[src/inc/nvsc_map.svh]
/*
 * Constants of the nonvolatile SRAM controller: software sequence addresses,
 * timing figures in ns and the derived counts at the 40 MHz design clock.
 * Assumes it is included by bare name from the controller sources.
 */
`ifndef NVSC_MAP_SVH
`define NVSC_MAP_SVH

`define NVSC_CLK_PERIOD_NS      25
`define NVSC_SEQ_ADDR_0         14'h0E38
`define NVSC_SEQ_ADDR_1         14'h31C7
`define NVSC_SEQ_ADDR_2         14'h03E0
`define NVSC_SEQ_ADDR_3         14'h3C1F
`define NVSC_SEQ_ADDR_4         14'h303F
`define NVSC_SEQ_STORE          14'h0FC0
`define NVSC_SEQ_RECALL         14'h0C63
`define NVSC_SEQ_AS_OFF         14'h0B45
`define NVSC_SEQ_AS_ON          14'h0B46
// bus phase lengths in ns
`define NVSC_ACCESS_NS          35
`define NVSC_SETUP_NS           50
`define NVSC_ACCESS_CYC         ((`NVSC_ACCESS_NS + `NVSC_CLK_PERIOD_NS - 1) / `NVSC_CLK_PERIOD_NS)
`define NVSC_SETUP_CYC          ((`NVSC_SETUP_NS + `NVSC_CLK_PERIOD_NS - 1) / `NVSC_CLK_PERIOD_NS)
// recovery after the busy pin returns high
`define NVSC_RECOVERY_NS        20000
`define NVSC_RECOVERY_CYC       ((`NVSC_RECOVERY_NS + `NVSC_CLK_PERIOD_NS - 1) / `NVSC_CLK_PERIOD_NS)
// longest wait for the busy pin to fall after a command
`define NVSC_BUSY_WAIT_CYC      64
// software register indices
`define NVSC_REG_CTRL           4'h0
`define NVSC_REG_ADDR           4'h1
`define NVSC_REG_WDATA          4'h2
`define NVSC_REG_STATUS         4'h3
`define NVSC_REG_RDATA          4'h4
`define NVSC_REG_ADDR_HI        4'h5
// command codes in the control register
`define NVSC_CMD_READ           3'h1
`define NVSC_CMD_WRITE          3'h2
`define NVSC_CMD_STORE          3'h3
`define NVSC_CMD_RECALL         3'h4
`define NVSC_CMD_AS_OFF         3'h5
`define NVSC_CMD_AS_ON          3'h6
`define NVSC_CMD_HW_STORE       3'h7

`endif

[src/inc/nvsc_pkg.sv]
/*
 * Types of the nonvolatile SRAM controller.
 * Assumes nothing of its surroundings.
 */
`default_nettype none
package nvsc_pkg;
    typedef enum logic [2:0] {
        NVSC_IDLE  = 3'h0,
        NVSC_SETUP = 3'h1,
        NVSC_STRB  = 3'h2,
        NVSC_HOLD  = 3'h3,
        NVSC_BWAIT = 3'h4,
        NVSC_BUSY  = 3'h5,
        NVSC_RECOV = 3'h6
    } nvsc_state_t;

    typedef struct packed {
        logic [2:0] cnt;
        logic [3:0] idx;
        logic       write;
        logic       done;
    } nvsc_cyc_t;

    typedef struct packed {
        logic [2:0] stages;
        logic       level;
    } nvsc_sync_t;

    typedef struct packed {
        nvsc_state_t state;
        logic [2:0]  cmd;
        logic [2:0]  seq_idx;
        logic [14:0] addr;
        logic [7:0]  wdata;
        logic [7:0]  rdata;
        logic [15:0] timer;
        logic        err;
        logic [7:0]  bus_rdata;
        logic        use_pin;
    } nvsc_ctl_t;
endpackage
`default_nettype wire

[src/verilog/nvsc_ctrl.sv]
/*
 * Host-side controller for a 32K x 8 SRAM with nonvolatile shadow copy.
 * Software writes commands over a plain register port; the controller runs
 * asynchronous SRAM cycles, six-read software sequences and the busy-pin
 * store request, and waits out the device's busy and recovery periods.
 * Assumes the busy pin has a pull-up on the board and that the register
 * master keeps to one strobe per cycle.
 */
// The implementer's own choices: the address-and-strobe port and the register addresses.
`include "nvsc_map.svh"
`default_nettype none
module nvsc_ctrl #(
    parameter logic [15:0] RECOVERY_CYC = 16'(`NVSC_RECOVERY_CYC)
) (
    // clock and reset
    input  wire logic        i_ref_clk,
    input  wire logic        i_rstn,
    // register port
    input  wire logic [3:0]  i_reg_addr,
    input  wire logic [7:0]  i_reg_wdata,
    input  wire logic        i_reg_wr,
    input  wire logic        i_reg_rd,
    output logic      [7:0]  o_reg_rdata,
    // device address and control
    output logic      [14:0] o_addr_bus,
    output logic             o_chip_select_n,
    output logic             o_output_enable_n,
    output logic             o_write_enable_n,
    // device data bus
    input  wire logic [7:0]  i_data_bus,
    output logic      [7:0]  o_data_bus,
    output logic             o_data_bus_oe,
    // device store busy pin, open drain
    input  wire logic        i_store_busy_n,
    output logic             o_store_busy_n,
    output logic             o_store_busy_n_oe
);
    nvsc_pkg::nvsc_ctl_t s_q;
    nvsc_pkg::nvsc_ctl_t s_d;
    logic                busy_lvl;
    logic                cmd_go;
    logic                is_seq;
    logic [13:0]         seq_addr;

    nvsc_sync u_busy_sync (
        .i_ref_clk (i_ref_clk),
        .i_rstn    (i_rstn),
        .i_pin     (i_store_busy_n),
        .o_level   (busy_lvl)
    );

    assign cmd_go = i_reg_wr && (i_reg_addr == `NVSC_REG_CTRL) && (i_reg_wdata[2:0] != 3'h0);
    assign is_seq = (s_q.cmd == `NVSC_CMD_STORE) || (s_q.cmd == `NVSC_CMD_RECALL) ||
                    (s_q.cmd == `NVSC_CMD_AS_OFF) || (s_q.cmd == `NVSC_CMD_AS_ON);

    // address of the current sequence step
    always_comb begin
        seq_addr = `NVSC_SEQ_ADDR_0;
        unique case (s_q.seq_idx)
            3'h0: seq_addr = `NVSC_SEQ_ADDR_0;
            3'h1: seq_addr = `NVSC_SEQ_ADDR_1;
            3'h2: seq_addr = `NVSC_SEQ_ADDR_2;
            3'h3: seq_addr = `NVSC_SEQ_ADDR_3;
            3'h4: seq_addr = `NVSC_SEQ_ADDR_4;
            default: begin
                unique case (s_q.cmd)
                    `NVSC_CMD_STORE:  seq_addr = `NVSC_SEQ_STORE;
                    `NVSC_CMD_RECALL: seq_addr = `NVSC_SEQ_RECALL;
                    `NVSC_CMD_AS_OFF: seq_addr = `NVSC_SEQ_AS_OFF;
                    default:          seq_addr = `NVSC_SEQ_AS_ON;
                endcase
            end
        endcase
    end

    always_comb begin
        s_d = s_q;
        s_d.bus_rdata = 8'h00;
        if (i_reg_rd) begin
            unique case (i_reg_addr)
                `NVSC_REG_CTRL:   s_d.bus_rdata = {5'h00, s_q.cmd};
                `NVSC_REG_ADDR:   s_d.bus_rdata = s_q.addr[7:0];
                `NVSC_REG_WDATA:  s_d.bus_rdata = s_q.wdata;
                `NVSC_REG_STATUS: s_d.bus_rdata = {5'h00, s_q.err, ~busy_lvl,
                                    (s_q.state != nvsc_pkg::NVSC_IDLE)};
                `NVSC_REG_RDATA:  s_d.bus_rdata = s_q.rdata;
                `NVSC_REG_ADDR_HI: s_d.bus_rdata = {1'b0, s_q.addr[14:8]};
                default:          s_d.bus_rdata = 8'h00;
            endcase
        end
        if (i_reg_wr && s_q.state == nvsc_pkg::NVSC_IDLE) begin
            if (i_reg_addr == `NVSC_REG_ADDR) s_d.addr[7:0] = i_reg_wdata;
            if (i_reg_addr == `NVSC_REG_ADDR_HI) s_d.addr[14:8] = i_reg_wdata[6:0];
            if (i_reg_addr == `NVSC_REG_WDATA) s_d.wdata = i_reg_wdata;
        end
        unique case (s_q.state)
            nvsc_pkg::NVSC_IDLE: begin
                // a command is taken only while the device is not busy
                if (cmd_go && busy_lvl) begin
                    s_d.cmd     = i_reg_wdata[2:0];
                    s_d.seq_idx = 3'h0;
                    s_d.err     = 1'b0;
                    s_d.timer   = 16'h0000;
                    if (i_reg_wdata[2:0] == `NVSC_CMD_HW_STORE) begin
                        s_d.use_pin = 1'b1;
                        s_d.state   = nvsc_pkg::NVSC_BWAIT;
                    end else begin
                        s_d.state = nvsc_pkg::NVSC_SETUP;
                    end
                end else if (cmd_go) begin
                    s_d.err = 1'b1;
                end else if (!busy_lvl) begin
                    // device-started store or power-up recall
                    s_d.state = nvsc_pkg::NVSC_BUSY;
                end
            end
            nvsc_pkg::NVSC_SETUP: begin
                // address settles before any strobe
                s_d.timer = s_q.timer + 16'h0001;
                if (s_q.timer == 16'(`NVSC_SETUP_CYC - 1)) begin
                    s_d.timer = 16'h0000;
                    s_d.state = nvsc_pkg::NVSC_STRB;
                end
            end
            nvsc_pkg::NVSC_STRB: begin
                // read strobe long enough for access, write strobe for data setup
                s_d.timer = s_q.timer + 16'h0001;
                if (s_q.timer == 16'(`NVSC_SETUP_CYC - 1)) begin
                    s_d.timer = 16'h0000;
                    s_d.rdata = i_data_bus;
                    s_d.state = nvsc_pkg::NVSC_HOLD;
                end
            end
            nvsc_pkg::NVSC_HOLD: begin
                if (is_seq && s_q.seq_idx != 3'h5) begin
                    s_d.seq_idx = s_q.seq_idx + 3'h1;
                    s_d.state   = nvsc_pkg::NVSC_SETUP;
                end else if (s_q.cmd == `NVSC_CMD_STORE || s_q.cmd == `NVSC_CMD_RECALL) begin
                    s_d.state = nvsc_pkg::NVSC_BWAIT;
                end else begin
                    s_d.state = nvsc_pkg::NVSC_IDLE;
                end
            end
            nvsc_pkg::NVSC_BWAIT: begin
                // the device may skip a pin store without a prior write
                s_d.timer = s_q.timer + 16'h0001;
                if (!busy_lvl) begin
                    s_d.timer = 16'h0000;
                    s_d.state = nvsc_pkg::NVSC_BUSY;
                end else if (s_q.timer == 16'(`NVSC_BUSY_WAIT_CYC)) begin
                    s_d.timer   = 16'h0000;
                    s_d.use_pin = 1'b0;
                    s_d.state   = nvsc_pkg::NVSC_RECOV;
                end
            end
            nvsc_pkg::NVSC_BUSY: begin
                // own pull is released on the first cycle in NVSC_BUSY, once the synchronised pin reads low
                s_d.use_pin = 1'b0;
                if (busy_lvl && !s_q.use_pin) begin
                    s_d.timer = 16'h0000;
                    s_d.state = nvsc_pkg::NVSC_RECOV;
                end
            end
            nvsc_pkg::NVSC_RECOV: begin
                s_d.timer = s_q.timer + 16'h0001;
                if (!busy_lvl) begin
                    s_d.state = nvsc_pkg::NVSC_BUSY;
                end else if (s_q.timer >= RECOVERY_CYC - 16'h0001) begin
                    s_d.timer = 16'h0000;
                    s_d.state = nvsc_pkg::NVSC_IDLE;
                end
            end
            default: s_d.state = nvsc_pkg::NVSC_IDLE;
        endcase
    end

    always_ff @(posedge i_ref_clk) begin
        if (!i_rstn) begin
            s_q.state     <= nvsc_pkg::NVSC_RECOV;
            s_q.cmd       <= 3'h0;
            s_q.seq_idx   <= 3'h0;
            s_q.addr      <= 15'h0000;
            s_q.wdata     <= 8'h00;
            s_q.rdata     <= 8'h00;
            s_q.timer     <= 16'h0000;
            s_q.err       <= 1'b0;
            s_q.bus_rdata <= 8'h00;
            s_q.use_pin   <= 1'b0;
        end else begin
            s_q <= s_d;
        end
    end

    logic cyc_act;
    logic cyc_wr;
    assign cyc_act = (s_q.state == nvsc_pkg::NVSC_STRB);
    assign cyc_wr  = (s_q.cmd == `NVSC_CMD_WRITE);

    assign o_reg_rdata = s_q.bus_rdata;
    // software sequences decode the low 14 bits; top bit kept low
    assign o_addr_bus = is_seq ? {1'b0, seq_addr} : s_q.addr;
    assign o_chip_select_n = !(cyc_act);
    assign o_output_enable_n = !(cyc_act && !cyc_wr);
    assign o_write_enable_n = !(cyc_act && cyc_wr && busy_lvl);
    assign o_data_bus = s_q.wdata;
    assign o_data_bus_oe = cyc_wr && (s_q.state == nvsc_pkg::NVSC_SETUP ||
                           s_q.state == nvsc_pkg::NVSC_STRB || s_q.state == nvsc_pkg::NVSC_HOLD);
    assign o_store_busy_n = 1'b0;
    assign o_store_busy_n_oe = s_q.use_pin;
endmodule
`default_nettype wire

[src/verilog/nvsc_sync.sv]
/*
 * Three-stage input synchroniser for the device's busy pin.
 * Assumes the input is asynchronous to i_ref_clk.
 */
`default_nettype none
module nvsc_sync (
    // clock and reset
    input  wire logic i_ref_clk,
    input  wire logic i_rstn,
    // pin and result
    input  wire logic i_pin,
    output logic      o_level
);
    nvsc_pkg::nvsc_sync_t s_q;
    nvsc_pkg::nvsc_sync_t s_d;

    always_comb begin
        s_d        = s_q;
        s_d.stages = {s_q.stages[1:0], i_pin};
        // change only once the second and third stages agree
        if (s_q.stages[1] == s_q.stages[2]) begin
            s_d.level = s_q.stages[2];
        end
    end

    always_ff @(posedge i_ref_clk) begin
        if (!i_rstn) begin
            s_q <= '{stages: 3'h7, level: 1'b1};
        end else begin
            s_q <= s_d;
        end
    end

    assign o_level = s_q.level;
endmodule
`default_nettype wire
[config.mk]
export PLATFORM = sky130hd
export DESIGN_NAME = nvsc_ctrl
export DESIGN_NICKNAME = d
export VERILOG_FILES = /design/src/inc/nvsc_pkg.sv /design/src/verilog/nvsc_ctrl.sv /design/src/verilog/nvsc_sync.sv
export VERILOG_INCLUDE_DIRS = /design/src /design/src/inc
export SDC_FILE = /design/constraint.sdc
export NUM_CORES = 1
export LEC_CHECK = 0
export ABC_AREA = 0
export BUFFER_PORTS_ARGS = -buffer_cell sky130_fd_sc_hd__buf_2
export CELL_PAD_IN_SITES_DETAIL_PLACEMENT = 0
export CELL_PAD_IN_SITES_GLOBAL_PLACEMENT = 1
export CORE_AREA = 2 2 83 124
export CTS_CLUSTER_SIZE = 16
export DETAILED_ROUTE_END_ITERATION = 12
export DIE_AREA = 0 0 85 126
export GPL_TIMING_DRIVEN = 0
export PLACE_DENSITY = 0.75
export SLEW_MARGIN = 25
export SYNTH_ARGS = -nofsm -noshare
export SYNTH_HDL_FRONTEND = slang
export SYNTH_HIERARCHICAL = 1
export SYNTH_SLANG_ARGS = --single-unit
[constraint.sdc]
create_clock -name i_ref_clk -period 2.5 [get_ports i_ref_clk]
set_clock_uncertainty 0.15 [all_clocks]
set_input_delay 0.25 -clock i_ref_clk [delete_from_list [all_inputs] [get_ports i_ref_clk]]
set_output_delay 0.25 -clock i_ref_clk [all_outputs]
set_load 0.02 [all_outputs]
==> results_dict.tcl <==
set metrics [dict create \
    status "complete, no violations" \
    cts_tree "done" \
    fin_util_pct 50.0 \
    ys_types 58 \
    cts_buffers 9 \
    synth_flop_cell "dfxtp_1" \
    n_antenna_cell 0 \
    synth_xor_area_share_pct 4.00 \
    synth_seq_cells 70 \
    synth_area_leaders "dfxtp_1 (36%), nor2_1 (8.9%), mux2i_1 (8.6%)" \
    placed_area_um2 4370 \
    die_y_um 126 \
    synth_top_cells_by_count "nor2_1 (93), dfxtp_1 (70), mux2i_1 (34), nand2_1 (32), buf_4 (19)" \
    grt_first_pass_wirelength_um 17600 \
    postRouteAntennaNets 0 \
    wl_per_cell_um 16.4 \
    setup_ws_ps 79.9 \
    final_area_um2 4820 \
    worstSetupPathType "register to output pin" \
    finalNonFillerCells 662 \
    synth.net_count 502 \
    drtIter0Drc 160 \
    synth.top_cell.area_share_pct 35.6 \
    synth.most_common_cell "nor2_1" \
    hp-class "input port to register" \
    routed_wl_um 10900 \
    slew_headroom_pct 53.8 \
    grt_max_degree 15 \
    fillers 971 \
    clock_sinks 70 \
    clockBufferDepth 2 \
    timing.rr.start "s_q[10]" \
    rsz0062_at_grt "yes" \
    synth_top_family_by_area "simple AND/OR/NAND/NOR gates" \
    fmax_mhz 413 \
    power_leakage_nw 2.07 \
    pwr_density_cell_nw_per_um2 669 \
    synthArstFlopShare_pct 0 \
    synth_compound_area_share_pct 14.0 \
    grt-ovfl-total 0 \
    die-area_um2 10700 \
    crit_path_cell_trace "clkbuf_2 > or3b_2 > or3_1 > buf_2" \
    synth-simple-area-share_pct 25.8 \
    ios 62 \
    syn_to_final_growth_pct 22.3 \
    fin_crit_ps 2420 \
    start_kind "register" \
    gp_congestion 0.858 \
    row_count 44 \
    core_area_um2 9630 \
    path_max_fanout 10 \
    r2r_slack_ps 140 \
    vias 3588 \
    hold_ws_ps 2.18 \
    clk_transition_reported_paths_ps 60 \
    critPathCaptureType "output pin" \
    synth_warnings 6 \
    start_util_pct 40.9 \
    hold_viol_final 0 \
    holdPathStages 3 \
    ir_drop_mv 0.410 \
    worstPathArrival_ps 2020 \
    setup_tns_ps 0 \
    grt_use_total_pct 20.8 \
    drc_errors 0 \
    crit_family "simple AND/OR/NAND/NOR gates" \
    crit_buf_inv 2 \
    fp.dieW_um 85 \
    grt_pass1_vias 3532 \
    nets 575 \
    required_ps 2100 \
    synth_area_um2 3940 \
    final_layout_size_suffix_gt1_share_pct 25.6 \
    min_to "s_q[29]" \
    synthCells 469 \
    slowest_stage "or3b_2" \
    power_mw 3.22 \
    critPathMaxStageDelay_ps 560 \
    ys_seq_area_share_pct 35.6 \
    synthMuxAreaShare_pct 10.6 \
    portBuffers 57 \
    syn_area_per_cell_um2 8.40 \
    synth_adder_area_share_pct 2.54 \
    dp_cells 641 \
    viasPerCell 5.42 \
    slew_viol_final 0 \
    finalCritPeriodShare_pct 96.8 \
    setup_viol 0 \
    clk_latency_ps 330 \
    post-place-ws_ps -71.4 \
    min-delay-start "i_data_bus[3]" \
    first_pass_iters 4 \
    reg2reg_depth 8 \
    synth_edf_count 0 \
    timing.rr.end "s_q[22]" \
    synth_largest_area_cell "dfxtp_1" \
    antenna_found_initial 0 \
    drv_cap 0 \
    cts-root-buf "clkbuf_16" \
    htreeDepth 3 \
    post-dp-hpwl_um 8160 \
    worst_pin_slew_ps 690 \
]
[timing repair]
item | CTS | global route
buffers inserted | 1 | 1
gates resized for setup | 11 | 15
endpoints found under the hold margin | 5 | 0
hold buffers | 5 | 0
endpoints found under the setup margin | 15 | 33
pin swaps | 0 | 1
[per-layer routing]
| layer | share of wire [%] | vias to the layer above | GRT usage (%) |
|---|---|---|---|
| li1 | - | 1789 | - |
| met1 | 40 | 1681 | 23.2 |
| met2 | 52 | 93 | 38.0 |
| met3 | 4.0 | 25 | 3.34 |
| met4 | 3.6 | 0 | 9.15 |
| met5 | 0 | - | 0 |
[registers in the layout, indices dropped and copies added (netlist names)]
name,cells
s_q,49
u_busy_sync/s_d,2
o_data_bus,8
o_reg_rdata,8
u_busy_sync/s_q,1
u_busy_sync/o_level,1
o_store_busy_n_oe,1
[layout make-up]
cell class | instances | area (µm²) | share of cell area (%)
repair buffers | 64 | 350 | 7.27
multi-input cells | 347 | 2330 | 48.3
clock buffers | 9 | 225 | 4.67
flip-flops and latches | 70 | 1410 | 29.2
inverters | 12 | 47.5 | 0.987
well taps | 115 | 144 | 2.99
clock inverters | 7 | 80.1 | 1.66
plain buffers | 38 | 238 | 4.93
[worst max path at each step]
stage             from               end  slack [ps]  cells past startpoint
2_1_floorplan  s_q[57]     o_addr_bus[2]         260                      7
3_3_place_gp   s_q[61]     o_addr_bus[0]         -50                      7
3_5_place_dp   s_q[61]     o_addr_bus[8]         -70                      7
4_1_cts        s_q[64]  o_write_enable_n           5                      5
5_1_grt        s_q[58]     o_addr_bus[1]         -80                      8
6_report       s_q[62]  o_write_enable_n          80                      4
[where the power goes]
| part | switching [mW] | leakage, nW | internal (mW) |
|---|---|---|---|
| clock network | 0.527 | 0.143 | 0.782 |
| registers | 0.0463 | 0.567 | 1.16 |
| logic | 0.428 | 1.36 | 0.276 |
| total | 1.00 | 2.07 | 2.22 |
[tightest hold or removal path, stage by stage]
cell and delay, ps:
buf_2 80, mux2i_1 50, nor2_1 70
[cells by family (layout without fill, tap and decap cells)]
logic type	after synthesis	count (layout)
DFF	70	70
and+or+nand+nor	202	202
xor gates and xnor gates	18	18
adders and majority gates	8	8
other	1	1
AOI/OAI and AO/OA	77	77
buffers and inverters	52	130
muxes	41	41
[cell usage in the layout (no fill, tap or decap), drive strengths merged, types with 14 or more instances in the layout]
cell type  count
a21oi         16
buf           86
clkbuf        20
dfxtp         70
inv           14
mux2i         34
nand2         32
nor2          95
nor3          14
o21ai         16
xnor2         15
Power figures use the tool's default switching activity.
